## src/inc/hlpt_pkg.sv

```systemverilog
package hlpt_pkg;
  // ==========================================================
  // widths
  localparam int CNT_W = 8;
  localparam int MODE_W = 5;
  localparam int POSTSCALE_MATCH_SELECT_W = 4;
  localparam int CKPS_W = 3;
  localparam int PRE_W = 7;
  // ==========================================================
  // reset values
  localparam logic [7:0] COUNT_RST = 8'h00;
  localparam logic [7:0] PERIOD_RST = 8'hff;
  localparam logic [3:0] POSTSCALE_MATCH_SELECT_RST = 4'h0;
  localparam logic [2:0] CKPS_RST = 3'h0;
  localparam logic [6:0] PRE_RST = 7'h00;
  localparam logic [3:0] POST_RST = 4'h0;
  // ==========================================================
  // mode groups, upper two bits of the mode field
  localparam logic [1:0] GRP_FREE = 2'h0;
  localparam logic [1:0] GRP_ONESHOT = 2'h1;
  localparam logic [1:0] GRP_MONO = 2'h2;
  // sub-modes of the free running group
  localparam logic [2:0] SUB_SOFT = 3'h0;
  localparam logic [2:0] SUB_GATE_HI = 3'h1;
  localparam logic [2:0] SUB_GATE_LO = 3'h2;
  localparam logic [2:0] SUB_RST_ANY = 3'h3;
  localparam logic [2:0] SUB_RST_RISE = 3'h4;
  localparam logic [2:0] SUB_RST_FALL = 3'h5;
  localparam logic [2:0] SUB_RST_LO = 3'h6;
  localparam logic [2:0] SUB_RST_HI = 3'h7;
  // sub-modes of the one-shot and monostable groups
  localparam logic [2:0] SUB_START_RISE = 3'h1;
  localparam logic [2:0] SUB_START_FALL = 3'h2;
  localparam logic [2:0] SUB_START_ANY = 3'h3;
  localparam logic [2:0] SUB_HL_RISE = 3'h4;
  localparam logic [2:0] SUB_HL_FALL = 3'h5;
  localparam logic [2:0] SUB_LVL_A = 3'h6;
  localparam logic [2:0] SUB_LVL_B = 3'h7;
  // ==========================================================
  // what the source of the external signal must keep, in timer ticks
  localparam int EDGE_SPACING_TICKS = 6;
  localparam int LEVEL_HOLD_TICKS = 3;
  // ==========================================================
  typedef enum logic [1:0] {HLPT_IDLE, HLPT_ARMED, HLPT_RUN} hlpt_phase_e;
endpackage : hlpt_pkg

```

## src/hdl/hlpt_timer.sv

```systemverilog
`timescale 1ns/1ps
// Behaviour
// - postscaled period pulse lasts exactly one timer tick at postscale match
// - postscaler advances by one on each count equal to period limit
// - count and period-match timing signals always presented to PWM unit
// - reset-source select picks the external input; mode decides its effect
// - debug freeze makes levels and new edges ignored; an edge sampled just before it stays seen
// - mode 00/000 counts while enabled, halts when cleared, ignores signal
// - 001 counts while enabled and signal high; 010 while low
// - 011/100/101 run enabled, count reset on any, rising, falling edge
// - 110/111 held reset on low/high level, count at other level
// - one-shot 000 starts counting as soon as enable set
// - one-shot 001/010/011 wait for rising, falling, any edge to start
// - one-shot 100/101 first edge starts, later same edges reset count
// - one-shot 110 rise starts, low resets; 111 fall starts, high resets
// - monostable edge start, stops at 00h after match, enable kept
// - group 10 110/111 one-shot started by level, reset by other level
// - edge-start modes need a fresh edge after enable cycled
// - one-shot: tick after match clears enable, count stops at 00h
// - interrupt flag on postscale match; ratios 1:1 to 1:16
// - interrupt passes only with its enable bit set
// - count increments each prescaled tick, wraps to zero after match
// - device reset clears count and sets period limit to FFh
// - count write, control write, reset, external reset clear scalers
module hlpt_timer
  import hlpt_pkg::*;
#(
  parameter int SRC_COUNT = 32,
  parameter int SEL_W = $clog2(SRC_COUNT)
) (
  input wire logic ref_clk,
  input wire logic rst_n,
  input wire logic timerTickClock,
  input wire logic countWr,
  input wire logic [CNT_W-1:0] countWrData,
  input wire logic periodWr,
  input wire logic [CNT_W-1:0] periodWrData,
  input wire logic ctrlWr,
  input wire logic ctrlWrOn,
  input wire logic [POSTSCALE_MATCH_SELECT_W-1:0] ctrlWrPostscale,
  input wire logic [CKPS_W-1:0] ctrlWrPrescale,
  input wire logic [MODE_W-1:0] limitModeConfig,
  input wire logic [SEL_W-1:0] extResetSourceSelect,
  input wire logic [SRC_COUNT-1:0] extResetSources,
  input wire logic debugFreeze,
  input wire logic periodIrqEnable,
  input wire logic irqFlagClr,
  output logic [CNT_W-1:0] countValue,
  output logic [CNT_W-1:0] periodLimit,
  output logic timerOn,
  output logic [POSTSCALE_MATCH_SELECT_W-1:0] postscaleMatchSelect,
  output logic periodMatch,
  output logic timerTick,
  output logic periodEventPulse,
  output logic irqFlag,
  output logic irqReq
);
  // ==========================================================
  // state
  logic [CNT_W-1:0] count_r;
  logic [CNT_W-1:0] period_r;
  logic on_r;
  logic [POSTSCALE_MATCH_SELECT_W-1:0] postscale_match_select_r;
  logic [CKPS_W-1:0] ckps_r;
  logic [PRE_W-1:0] preCnt_r;
  logic [POSTSCALE_MATCH_SELECT_W-1:0] postCnt_r;
  logic extNow_r;
  logic extPrev_r;
  hlpt_phase_e phase_r;
  logic match_r;
  logic tick_r;
  logic pulse_r;
  logic irqFlag_r;
  logic irqReq_r;

  logic [1:0] grp;
  logic [2:0] sub;
  logic [PRE_W-1:0] preTop;
  logic [7:0] preShift;
  logic tick;
  logic eRise;
  logic eFall;
  logic lvlHi;
  logic lvlLo;
  logic rstHi;
  logic rstLo;
  logic needEdge;
  logic startEdge;
  logic rstEv;
  logic gate;
  logic clrOn;
  logic rearm;
  logic resv;
  logic running;
  logic counting;
  logic hit;
  logic extRst;
  logic scalerClr;
  logic postHit;

  assign grp = limitModeConfig[4:3];
  assign sub = limitModeConfig[2:0];

  // ==========================================================
  // prescaler
  assign preShift = 8'h01 << ckps_r;
  assign preTop = PRE_W'(preShift - 8'h01);
  assign tick = timerTickClock && (preCnt_r == preTop);

  // ==========================================================
  // external signal; sampled on the timer clock so edges are seen once
  // edges are derived from held samples, so freezing the sampler hides new edges and holds one already sampled
  assign eRise = extNow_r & ~extPrev_r;
  assign eFall = ~extNow_r & extPrev_r;
  // under freeze the levels act as neither gate nor reset
  assign lvlHi = extNow_r | debugFreeze;
  assign lvlLo = ~extNow_r | debugFreeze;
  assign rstHi = extNow_r & ~debugFreeze;
  assign rstLo = ~extNow_r & ~debugFreeze;

  always_ff @(posedge ref_clk or negedge rst_n) begin
    if (!rst_n) begin
      extNow_r <= 1'b0;
      extPrev_r <= 1'b0;
    end else if (timerTickClock && !debugFreeze) begin
      extNow_r <= extResetSources[extResetSourceSelect];
      extPrev_r <= extNow_r;
    end
  end

  // ==========================================================
  // mode decode
  always_comb begin
    needEdge = 1'b0;
    startEdge = 1'b0;
    rstEv = 1'b0;
    gate = 1'b1;
    clrOn = 1'b0;
    rearm = 1'b0;
    resv = 1'b0;
    case (grp)
      GRP_FREE: begin
        case (sub)
          SUB_GATE_HI: gate = lvlHi;
          SUB_GATE_LO: gate = lvlLo;
          SUB_RST_ANY: rstEv = eRise | eFall;
          SUB_RST_RISE: rstEv = eRise;
          SUB_RST_FALL: rstEv = eFall;
          SUB_RST_LO: rstEv = rstLo;
          SUB_RST_HI: rstEv = rstHi;
          default: gate = 1'b1;
        endcase
      end
      GRP_ONESHOT: begin
        clrOn = 1'b1;
        case (sub)
          SUB_START_RISE: begin
            needEdge = 1'b1;
            startEdge = eRise;
          end
          SUB_START_FALL: begin
            needEdge = 1'b1;
            startEdge = eFall;
          end
          SUB_START_ANY: begin
            needEdge = 1'b1;
            startEdge = eRise | eFall;
          end
          SUB_HL_RISE: begin
            needEdge = 1'b1;
            startEdge = eRise;
            rstEv = eRise;
          end
          SUB_HL_FALL: begin
            needEdge = 1'b1;
            startEdge = eFall;
            rstEv = eFall;
          end
          SUB_LVL_A: begin
            needEdge = 1'b1;
            startEdge = eRise;
            rstEv = rstLo;
          end
          SUB_LVL_B: begin
            needEdge = 1'b1;
            startEdge = eFall;
            rstEv = rstHi;
          end
          default: needEdge = 1'b0;
        endcase
      end
      GRP_MONO: begin
        case (sub)
          SUB_START_RISE: begin
            needEdge = 1'b1;
            startEdge = eRise;
            rearm = 1'b1;
          end
          SUB_START_FALL: begin
            needEdge = 1'b1;
            startEdge = eFall;
            rearm = 1'b1;
          end
          SUB_START_ANY: begin
            needEdge = 1'b1;
            startEdge = eRise | eFall;
            rearm = 1'b1;
          end
          SUB_LVL_A: begin
            clrOn = 1'b1;
            gate = lvlHi;
            rstEv = rstLo;
          end
          SUB_LVL_B: begin
            clrOn = 1'b1;
            gate = lvlLo;
            rstEv = rstHi;
          end
          default: resv = 1'b1;
        endcase
      end
      default: resv = 1'b1;
    endcase
  end

  assign running = (phase_r == HLPT_RUN) && on_r;
  assign extRst = tick && running && rstEv;
  assign counting = tick && running && gate && !rstEv && !resv;
  assign hit = counting && (count_r == period_r);
  assign postHit = hit && (postCnt_r == postscale_match_select_r);
  assign scalerClr = countWr || ctrlWr || extRst;

  // ==========================================================
  // run phase: idle while off, armed while waiting for an edge
  always_ff @(posedge ref_clk or negedge rst_n) begin
    if (!rst_n) begin
      phase_r <= HLPT_IDLE;
    end else if (!on_r || resv) begin
      phase_r <= HLPT_IDLE;
    end else begin
      case (phase_r)
        HLPT_IDLE: phase_r <= needEdge ? HLPT_ARMED : HLPT_RUN;
        HLPT_ARMED: begin
          if (tick && startEdge) begin
            phase_r <= HLPT_RUN;
          end
        end
        HLPT_RUN: begin
          if (hit && rearm) begin
            phase_r <= HLPT_ARMED;
          end else if (extRst && needEdge && (sub == SUB_LVL_A || sub == SUB_LVL_B)) begin
            phase_r <= HLPT_ARMED;
          end
        end
        default: phase_r <= HLPT_IDLE;
      endcase
    end
  end

  // ==========================================================
  // control word; a software write wins over the hardware clear
  always_ff @(posedge ref_clk or negedge rst_n) begin
    if (!rst_n) begin
      on_r <= 1'b0;
      postscale_match_select_r <= POSTSCALE_MATCH_SELECT_RST;
      ckps_r <= CKPS_RST;
    end else if (ctrlWr) begin
      on_r <= ctrlWrOn;
      postscale_match_select_r <= ctrlWrPostscale;
      ckps_r <= ctrlWrPrescale;
    end else if (hit && clrOn) begin
      on_r <= 1'b0;
    end
  end

  // ==========================================================
  // count and period
  always_ff @(posedge ref_clk or negedge rst_n) begin
    if (!rst_n) begin
      count_r <= COUNT_RST;
    end else if (countWr) begin
      count_r <= countWrData;
    end else if (resv) begin
      count_r <= COUNT_RST;
    end else if (extRst || hit) begin
      count_r <= COUNT_RST;
    end else if (counting) begin
      count_r <= count_r + 8'h01;
    end
  end

  always_ff @(posedge ref_clk or negedge rst_n) begin
    if (!rst_n) begin
      period_r <= PERIOD_RST;
    end else if (periodWr) begin
      period_r <= periodWrData;
    end
  end

  // ==========================================================
  // prescaler and postscaler
  always_ff @(posedge ref_clk or negedge rst_n) begin
    if (!rst_n) begin
      preCnt_r <= PRE_RST;
    end else if (scalerClr) begin
      preCnt_r <= PRE_RST;
    end else if (timerTickClock) begin
      preCnt_r <= tick ? PRE_RST : preCnt_r + 7'h01;
    end
  end

  always_ff @(posedge ref_clk or negedge rst_n) begin
    if (!rst_n) begin
      postCnt_r <= POST_RST;
    end else if (scalerClr) begin
      postCnt_r <= POST_RST;
    end else if (postHit) begin
      postCnt_r <= POST_RST;
    end else if (hit) begin
      postCnt_r <= postCnt_r + 4'h1;
    end
  end

  // ==========================================================
  // outputs; the pulse is held from one tick to the next
  always_ff @(posedge ref_clk or negedge rst_n) begin
    if (!rst_n) begin
      pulse_r <= 1'b0;
    end else if (tick) begin
      pulse_r <= postHit;
    end
  end

  always_ff @(posedge ref_clk or negedge rst_n) begin
    if (!rst_n) begin
      match_r <= 1'b0;
      tick_r <= 1'b0;
    end else begin
      match_r <= (count_r == period_r);
      tick_r <= tick;
    end
  end

  // flag set wins over a clear in the same cycle
  always_ff @(posedge ref_clk or negedge rst_n) begin
    if (!rst_n) begin
      irqFlag_r <= 1'b0;
      irqReq_r <= 1'b0;
    end else begin
      irqFlag_r <= postHit | (irqFlag_r & ~irqFlagClr);
      irqReq_r <= (postHit | (irqFlag_r & ~irqFlagClr)) & periodIrqEnable;
    end
  end

  assign countValue = count_r;
  assign periodLimit = period_r;
  assign timerOn = on_r;
  assign postscaleMatchSelect = postscale_match_select_r;
  assign periodMatch = match_r;
  assign timerTick = tick_r;
  assign periodEventPulse = pulse_r;
  assign irqFlag = irqFlag_r;
  assign irqReq = irqReq_r;
endmodule : hlpt_timer

```

## config.mk

```make
export PLATFORM = sky130hd
export DESIGN_NAME = hlpt_timer
export DESIGN_NICKNAME = d
export VERILOG_FILES = /design/src/inc/hlpt_pkg.sv /design/src/hdl/hlpt_timer.sv
export SDC_FILE = /design/constraint.sdc
export NUM_CORES = 1
export LEC_CHECK = 0
export BUFFER_PORTS_ARGS = -buffer_cell sky130_fd_sc_hd__clkbuf_2
export CORE_MARGIN = 8
export CORE_UTILIZATION = 53
export CTS_CLUSTER_DIAMETER = 80
export DETAILED_ROUTE_END_ITERATION = 8
export GPL_TIMING_DRIVEN = 0
export PLACE_DENSITY = 0.84
export SYNTH_ARGS = -nofsm -noshare
export SYNTH_HDL_FRONTEND = slang
export SYNTH_SLANG_ARGS = --single-unit
```

## constraint.sdc

```tcl
create_clock -name ref_clk -period 7.07 [get_ports ref_clk]
set_input_delay 0.3535 -clock ref_clk [delete_from_list [all_inputs] [get_ports ref_clk]]
set_output_delay 0.3535 -clock ref_clk [all_outputs]
set_load 0.05 [all_outputs]
```

* After elaboration in Yosys (flattened, before gate mapping)
Index checks and enable logic that the tools add are counted.
Cells by class: add/subtract/negate cells 4, $lt $le $gt $ge 1, eq/ne operators 16, shift operators 1, muxes and demuxes 38, bitwise gates (word level) 14, reductions and logical operators 38
Operators with widths (count):
- $mux W8 | 4
- $mux W7 | 3
- $pmux W1 S2 | 8
- $logic_and A1 B1 Y1 | 15
- $eq A3 B3 Y1 const B | 4
- $mux W4 | 3
- $mux W2 | 5
- $pmux W1 S3 | 3
- $reduce_or A3 Y1 | 3
- $add A8 B1 Y8 const B | 1
- $eq A8 B8 Y1 | 1
- $mux W1 | 8
- $add A7 B1 Y7 const B | 1
- $eq A7 B7 Y1 | 1
- $reduce_or A7 Y1 | 1
- $shl A1 B3 Y7 const A | 1
- $sub A7 B1 Y7 const B | 1
- $and A1 B1 Y1 | 6
- $eq A3 B2 Y1 const B | 2
- $lt A5 B6 Y1 const B | 1
- $pmux W2 S3 | 1
- $bmux W1 S5 | 1
- $logic_or A1 B1 Y1 | 5
- $pmux W1 S5 | 1
- other kinds (18) | 32
Word-level totals: register bits after elaboration 44, input port bits 75, word-level logic and storage cells 127

* Longest topological paths before layout
Gate-level depths: netlist (run 1).
word-level depth 13, mapped depth 12, mapped depth without buffers 10

* Worst setup path after synthesis (run 1)
OpenSTA, ideal clock, no wires.
path type reg-to-reg, from register ckps_r[2], to register postCnt_r[3], setup time 0.078 ns, data arrival time 3.252 ns, data required time 6.992 ns, setup slack 3.740 ns, cell stages (with the launch flop) 12, buffers on the path 2, period minus slack after synthesis 3.330 ns, cells stage by stage dfrtp_1 > clkbuf_1 > or3_1 > ha_1 > buf_4 > xnor2_1 > or4_1 > a32o_1 > nor4_4 > nand3_4 > or4_1 > a21oi_1
Between the ends: longest elaborated chain between the ends 12, elaborated cells between the ends (all ways) 15
Ends and longest elaborated chain:
- start, declared | RTL line hlpt_timer.sv:64 | logic [CKPS_W-1:0] ckps_r;
- start signal, assigned | RTL line hlpt_timer.sv:270 | ckps_r <= ctrlWrPrescale;
- $shl A1 B3 Y7 (*) | RTL line hlpt_timer.sv:106 | assign preShift = 8'h01 << ckps_r;
- $sub A7 B1 Y7 (*) | RTL line hlpt_timer.sv:107 | assign preTop = PRE_W'(preShift - 8'h01);
- $eq A7 B7 Y1 (*) | RTL line hlpt_timer.sv:108 | assign tick = timerTickClock && (preCnt_r == preTop);
- $logic_and A1 B1 Y1 (*) | RTL line hlpt_timer.sv:108
- $logic_and A1 B1 Y1 (*) | RTL line hlpt_timer.sv:227, hlpt_timer.sv:228
- $logic_and A1 B1 Y1 (3 in a row) | RTL line hlpt_timer.sv:228 | assign counting = tick && running && gate && !rstEv && !resv;
- $logic_and A1 B1 Y1 | RTL line hlpt_timer.sv:229 | assign hit = counting && (count_r == period_r);
- $logic_and A1 B1 Y1 | RTL line hlpt_timer.sv:230 | assign postHit = hit && (postCnt_r == postscale_match_select_r);
- $mux W4 | RTL line hlpt_timer.sv:317 | end else if (postHit) begin
- $mux W4 | RTL line hlpt_timer.sv:315 | end else if (scalerClr) begin
- end signal, assigned | RTL line hlpt_timer.sv:320 | postCnt_r <= postCnt_r + 4'h1;
- end, declared | RTL line hlpt_timer.sv:66 | logic [POSTSCALE_MATCH_SELECT_W-1:0] postCnt_r;
Every way passes the cells marked *; elsewhere a longest branch is shown, timed or not. A chain may end at the register's enable or synchronous reset.

* Final worst setup path (run 1)
Same ends and word-level chain as after synthesis.

==> run summary, run 1 <==
cell row count: 27
insertion delay to the later sink of the worst-skew pair: 0.30 ns
# port buffers: 95
drt via density: 5.754
delay-heaviest family, CP: simple AND/OR/NAND/NOR gates
clock tree buffer depth: 2
Clock Skew: 0.008100 ns
final setup vio count: 0
Synth Area per Inst: 9.552 sq um
slew margin rel.: 27.69%
Die Width: 91.59 um
DRC errors left: 0
max-slew violations: 0
worst-margin pin slew: 1.085 ns
layout cell share with drive strength beyond 1: 34.76%
vias in the first global route: 2880
Max-Cap Viols: 0
Final WS setup: 3.401 ns
CTS tree: built
critical path's slowest cell: or4_1
Most Frequent Cell on Critical Path: or4_1
sw frac: 35.68%
ys flop type: dfrtp_1
clk slew on worst S/H paths: 0.09 ns
cells after synthesis: 317
NetSw: 0.2331 mW
Clk pwr share: 24.5%
Leak: 1.672 nW
final hold vios: 0
Synth cell types: 52
Congestion Overflow GR: 0
most frequent cell after synthesis: dfrtp_1
initial core utilization: 54.99%
Fmax: 272.6 MHz
#FFs+latches synth: 44
average wire per standard cell: 16.03 um
hold_ws: 0.2315 ns
Yosys top cell area share: 29.75%
Vert. Die Dim: 91.59 um
Setup crit start kind: register
Post-synth EDFFs: 0
YS warnings: 0
CP required: 7.29 ns
power density over cell area: 177.4 nW/um^2
Crit Path Max Fanout: 10
ant diodes: 0
Final nets: 504
clock sink total: 44
arrival time worst endpoint: 3.89 ns
Crit Path Class: reg2reg
worst ir drop on vdd: 0.1047 mV
Total Power: 0.6532 mW
CTS resizes: 0
RD Place Congestion: 0.8788
TritonCTS buffer count: 5
top post-synthesis cells by area: dfrtp_1 30%, mux4_2 7.4%, dfstp_2 6.9%, mux2_2 6.3%, ha_1 4.1%
Final ANT Viol Nets: 0
first-pass GRT wire length: 13.12 mm
initial antenna violation count: 0
Vias: 2831
Setup Buffers After CTS: 0
pre-CTS WS: 3.449 ns
top cells by count, synth: 36 x dfrtp_1, 33 x nand2_1, 22 x nor2_1
io pins: 101
fin crit share: 51.90%
Syn-to-layout area delta: 21.61%
Gate power share: 30.4%
syn_nets: 402
Hold WC Path Type: in2async
WL final: 7.885 mm
total track usage: 18.74%
largest area contributor in the netlist: dfrtp_1
largest net degree at the start of global routing: 45
first-pass detailed-route iteration total: 4
Async S/R FF share, synth: 100.0%
H-tree levels: 2
initial DRC count: 166
fin crit period: 3.669 ns
Reg power frac: 45.1%
CP bufs+invs: 2
Syn Std Cell Area: 3028 sq um
core outline area: 5507 sq um
CTS root buffer: clkbuf_8
RSZ-0062 raised after global routing: false
hold-fix buffer count after cts: 0
Fin Setup TNS: 0 ns
Die ar.: 8388 sq um
Internal Power: 0.4201 mW
CP max stage delay: 0.51 ns
DP Wirelength: 6.332 mm
Crit. End Element: register
CP cell instances: clkbuf_1, or3_1, ha_1, buf_4, xnor2_1, or4_1, a32o_1, nor4_4, nand3_4, or4_1, a21oi_1
post-synthesis sequential area ratio: 36.69%
outcome: finished, final reports clean
==> sequential cells by signal, indices dropped and copies added (netlist names) <==
name and count:
countValue 8, periodLimit 8, preCnt_r 7, postCnt_r 4
postscaleMatchSelect 4, ckps_r 3, phase_r 2, extNow_r 1
extPrev_r 1, irqFlag 1, irqReq 1, periodEventPulse 1
periodMatch 1, timerOn 1, timerTick 1
==> layout by cell type (no fill, tap or decap), types with 8 or more instances in the layout <==
cell type  count
a21oi_1       14
clkbuf_1      13
clkbuf_2      95
dfrtp_1       36
dfstp_2        8
ha_1          10
inv_1         14
mux2_2        17
mux4_2        10
nand2_1       33
nand3_1       13
nor2_1        22
o211ai_1       8
o21ai_0       18
xnor2_1       10
xor2_1        13
==> final cells by class <==
cell class | instances | area [sq um]
Timing Repair Buffer | 95 | 475.5
Clock inverter | 2 | 16.27
Tap cell | 72 | 90.09
Clock buffer | 6 | 72.57
Sequential cell | 44 | 1111
Multi-Input combinational cell | 245 | 1807
Inverter | 14 | 52.55
Fill cell | 468 | 1824
Buffer | 14 | 57.56
==> final timing paths <==
check	from	endpoint	slack, ns	cells past startpoint
min in group ref_clk	periodIrqEnable	irqReq	0.25	2
worst min register to register	phase_r[1]	phase_r[1]	0.54	1
worst max-delay path	ckps_r[2]	postCnt_r[3]	3.40	11
max in group asynchronous	rst_n	countValue[7]	6.16	1
worst min-delay path	rst_n	postscaleMatchSelect[0]	0.23	1
worst max register to register	ckps_r[2]	postCnt_r[3]	3.40	11
==> power by group through the flow <==
stage | Combinational, mW | Clock (mW) | Sequential [mW]
after floorplan | 0.0951 | 0 | 0.339
after global placement | 0.193 | 0 | 0.297
after detailed placement | 0.199 | 0 | 0.299
after CTS | 0.200 | 0.165 | 0.294
after global routing | 0.215 | 0.173 | 0.298
final | 0.199 | 0.160 | 0.295
==> cell families after synthesis <==
| group | count (synthesis) | share of synthesized area, % |
|---|---|---|
| compound gates | 64 | 13.68 |
| buf+inv | 28 | 3.636 |
| fa+ha+maj | 10 | 4.132 |
| flops | 44 | 36.69 |
| mux | 29 | 14.42 |
| xor+xnor | 23 | 6.653 |
| simple gates | 119 | 20.79 |
==> per-stage QoR <==
step / cells / cell area, sq um / utilization (%)
after floorplan: 317 / 3028 / -
after global placement: 484 / 3593 / 65.26
after detailed placement: 484 / 3593 / 65.26
after global routing: 492 / 3682 / 66.87
after CTS: 492 / 3682 / 66.87
final: 492 / 3682 / 66.87
==> routing by layer <==
layer	global-route usage [%]	wire, um
met5	0	0
met2	32.65	4108
met4	5.184	84
met3	5.021	550
met1	22.01	3141
==> worst reg2reg max path, cell delays in order (launching register included) <==
cell,delay [ns]
dfrtp_1,0.39
clkbuf_1,0.21
or3_1,0.41
ha_1,0.20
buf_4,0.16
xnor2_1,0.15
or4_1,0.48
a32o_1,0.31
nor4_4,0.40
nand3_4,0.18
or4_1,0.51
a21oi_1,0.18
Power figures use the tool's default switching activity.
==> run 2, diff against run 1 <==
--- a/config.mk
+++ b/config.mk
@@ -7,11 +7,11 @@
 export LEC_CHECK = 0
 export BUFFER_PORTS_ARGS = -buffer_cell sky130_fd_sc_hd__clkbuf_2
 export CORE_MARGIN = 8
-export CORE_UTILIZATION = 53
+export CORE_UTILIZATION = 46
 export CTS_CLUSTER_DIAMETER = 80
 export DETAILED_ROUTE_END_ITERATION = 8
 export GPL_TIMING_DRIVEN = 0
-export PLACE_DENSITY = 0.84
+export PLACE_DENSITY = 0.78
 export SYNTH_ARGS = -nofsm -noshare
 export SYNTH_HDL_FRONTEND = slang
 export SYNTH_SLANG_ARGS = --single-unit
==> constraint.sdc (replaced) <==
create_clock -name ref_clk -period 3.05 [get_ports ref_clk]
set_input_delay 0.1525 -clock ref_clk [delete_from_list [all_inputs] [get_ports ref_clk]]
set_output_delay 0.1525 -clock ref_clk [all_outputs]
set_load 0.05 [all_outputs]
==> run summary, run 2 (same netlist as run 1, synthesis figures left out) <==
outcome: finished, violations left (was finished, final reports clean)
failing checks: negative setup slack
# port buffers: 95 (unchanged)
average wire per standard cell: 16.64 um (was 16.03 um)
slew margin rel.: 28.62% (was 27.69%)
final hold vios: 0 (unchanged)
worst ir drop on vdd: 0.3747 mV (was 0.1047 mV)
CP bufs+invs: 2 (unchanged)
Leak: 1.803 nW (was 1.672 nW)
first-pass GRT wire length: 14.13 mm (was 13.12 mm)
largest net degree at the start of global routing: 45 (unchanged)
Gate power share: 30.5% (was 30.4%)
worst reg-to-reg path cell count: 11 (unchanged)
Congestion Overflow GR: 0 (unchanged)
Crit. End Element: register (unchanged)
CP Depth: 11 (unchanged)
R2R Setup Slk: -0.05 ns (was 3.40 ns)
CP max stage delay: 0.54 ns (was 0.51 ns)
fin crit share: 101.6% (was 51.90%)
Reg power frac: 41.1% (was 45.1%)
H-tree levels: 2 (unchanged)
hold-fix buffer count after cts: 0 (unchanged)
initial core utilization: 47.68% (was 54.99%)
Final WS setup: -0.04986 ns (was 3.401 ns)
RSZ-0062 raised after global routing: true (was false)
RD Place Congestion: 0.8104 (was 0.8788)
critical path's slowest cell: or4b_1 (was or4_1)
Clock Skew: 0.003606 ns (was 0.008100 ns)
sw frac: 34.59% (was 35.68%)
Vias: 2898 (was 2831)
clock sink total: 44 (unchanged)
Die ar.: 9434 sq um (was 8388 sq um)
initial antenna violation count: 0 (unchanged)
vias in the first global route: 3002 (was 2880)
Syn-to-layout area delta: 30.37% (was 21.61%)
worst-margin pin slew: 1.071 ns (was 1.085 ns)
pre-CTS WS: -0.3264 ns (was 3.449 ns)
Setup crit start kind: register (unchanged)
Fmax: 322.6 MHz (was 272.6 MHz)
io pins: 101 (unchanged)
first-pass detailed-route iteration total: 4 (unchanged)
cell row count: 29 (was 27)
Final nets: 518 (was 504)
final-layout fill cell count: 537 (was 468)
cell count after placement: 489 (was 484)
power density over cell area: 422.2 nW/um^2 (was 177.4 nW/um^2)
clock tree buffer depth: 2 (unchanged)
Internal Power: 1.090 mW (was 0.4201 mW)
CP cell instances: clkbuf_8, or3_4, ha_4, xnor2_4, or4_1, a32o_2, nor4_4, buf_4, nand3_4, or4b_1, a21oi_1 (was clkbuf_1, or3_1, ha_1, buf_4, xnor2_1, or4_1, a32o_1, nor4_4, nand3_4, or4_1, a21oi_1)
initial DRC count: 107 (was 166)
hold_ws: 0.02487 ns (was 0.2315 ns)
clk slew on worst S/H paths: 0.09 ns (about the same)
drt via density: 5.671 (was 5.754)
Final ANT Viol Nets: 0 (unchanged)
CTS tree: built (unchanged)
DP Wirelength: 6.460 mm (was 6.332 mm)
WL final: 8.502 mm (was 7.885 mm)
Crit Path Max Fanout: 6 (was 10)
layout cell share with drive strength beyond 1: 41.01% (was 34.76%)
delay-heaviest family, CP: simple AND/OR/NAND/NOR gates (unchanged)
Hold WC Path Type: in2async (unchanged)
Non-Filler Instances: 511 (was 492)
DRC errors left: 0 (unchanged)
most frequent cells in the layout: 95 x clkbuf_2, 36 x dfrtp_1, 32 x nand2_1 (was 95 x clkbuf_2, 36 x dfrtp_1, 33 x nand2_1)
DP Area: 3641 sq um (was 3593 sq um)
Die Width: 97.13 um (was 91.59 um)
Crit Path Class: reg2reg (unchanged)
Clk pwr share: 28.5% (was 24.5%)
CP required: 3.29 ns (was 7.29 ns)
insertion delay to the later sink of the worst-skew pair: 0.31 ns (was 0.30 ns)
arrival time worst endpoint: 3.34 ns (was 3.89 ns)
Max-Cap Viols: 0 (unchanged)
fin area: 3948 sq um (was 3682 sq um)
ant diodes: 0 (unchanged)
TritonCTS buffer count: 5 (unchanged)
commonest non-fill, non-tap cell in the layout: clkbuf_2 (unchanged)
fin crit period: 3.100 ns (was 3.669 ns)
NetSw: 0.5764 mW (was 0.2331 mW)
total track usage: 17.52% (was 18.74%)
max-slew violations: 0 (unchanged)
final setup vio count: 3 (was 0)
core outline area: 6350 sq um (was 5507 sq um)
CTS root buffer: clkbuf_8 (unchanged)
Vert. Die Dim: 97.13 um (was 91.59 um)
==> run 2: area by class of cell <==
cell class	count	area, sq um	area share [%]
sequential	44	1111	28.15
inverter	14	52.55	1.331
clock buffer	5	68.82	1.743
tap	77	96.34	2.441
clock inverter	3	46.29	1.173
multi-input combinational	245	1909	48.37
buffer	12	63.81	1.616
timing repair buffer	111	599.3	15.18
==> run 2: power groups by stage <==
stage                     Clock [mW]  Combinational [mW]  Sequential (mW)
after floorplan                    0               0.230            0.786
final                          0.474               0.508            0.685
after global routing           0.501               0.552            0.693
after global placement             0               0.452            0.692
after detailed placement           0               0.468            0.694
after CTS                      0.483               0.492            0.684
==> run 2: stage by stage <==
stage | utilization, % | setup TNS [ns] | total power [mW]
after CTS | 60.63 | -1.752 | 1.659
after global placement | 57.34 | -1.710 | 1.144
after floorplan | - | -0.06386 | 1.016
after global routing | 62.17 | -0.8776 | 1.746
final | 62.17 | -0.1052 | 1.667
after detailed placement | 57.34 | -2.740 | 1.163
==> run 2: worst register-to-register path: cells and delay by family (launching register included) <==
family / cells / cell delay [ns]
simple gates: 5 / 1.55
compound gates: 2 / 0.46
flops: 1 / 0.39
buf+inv: 2 / 0.32
fa+ha+maj: 1 / 0.19
xor+xnor: 1 / 0.12
==> run 2: path summary, 6_finish.rpt <==
kind	from	to
max reg2reg	ckps_r[1]	postCnt_r[2]
max in group asynchronous	rst_n	countValue[3]
min	rst_n	postCnt_r[2]
min in group ref_clk	irqFlagClr	irqFlag
max	ckps_r[1]	postCnt_r[2]
min reg2reg	periodEventPulse	periodEventPulse
==> run 2: per-layer routing <==
metal	global-route usage, %	part of all wire [%]
met5	0	0
met4	5.680	1.9
met3	2.987	4.0
met2	31.72	53
met1	20.28	41
==> run 2: timing repair <==
action                                  in CTS  in global routing
resized for setup                           11                 15
endpoints found under the setup margin      17                 24
buffers inserted                             9                  7
pin swaps                                    8                 17
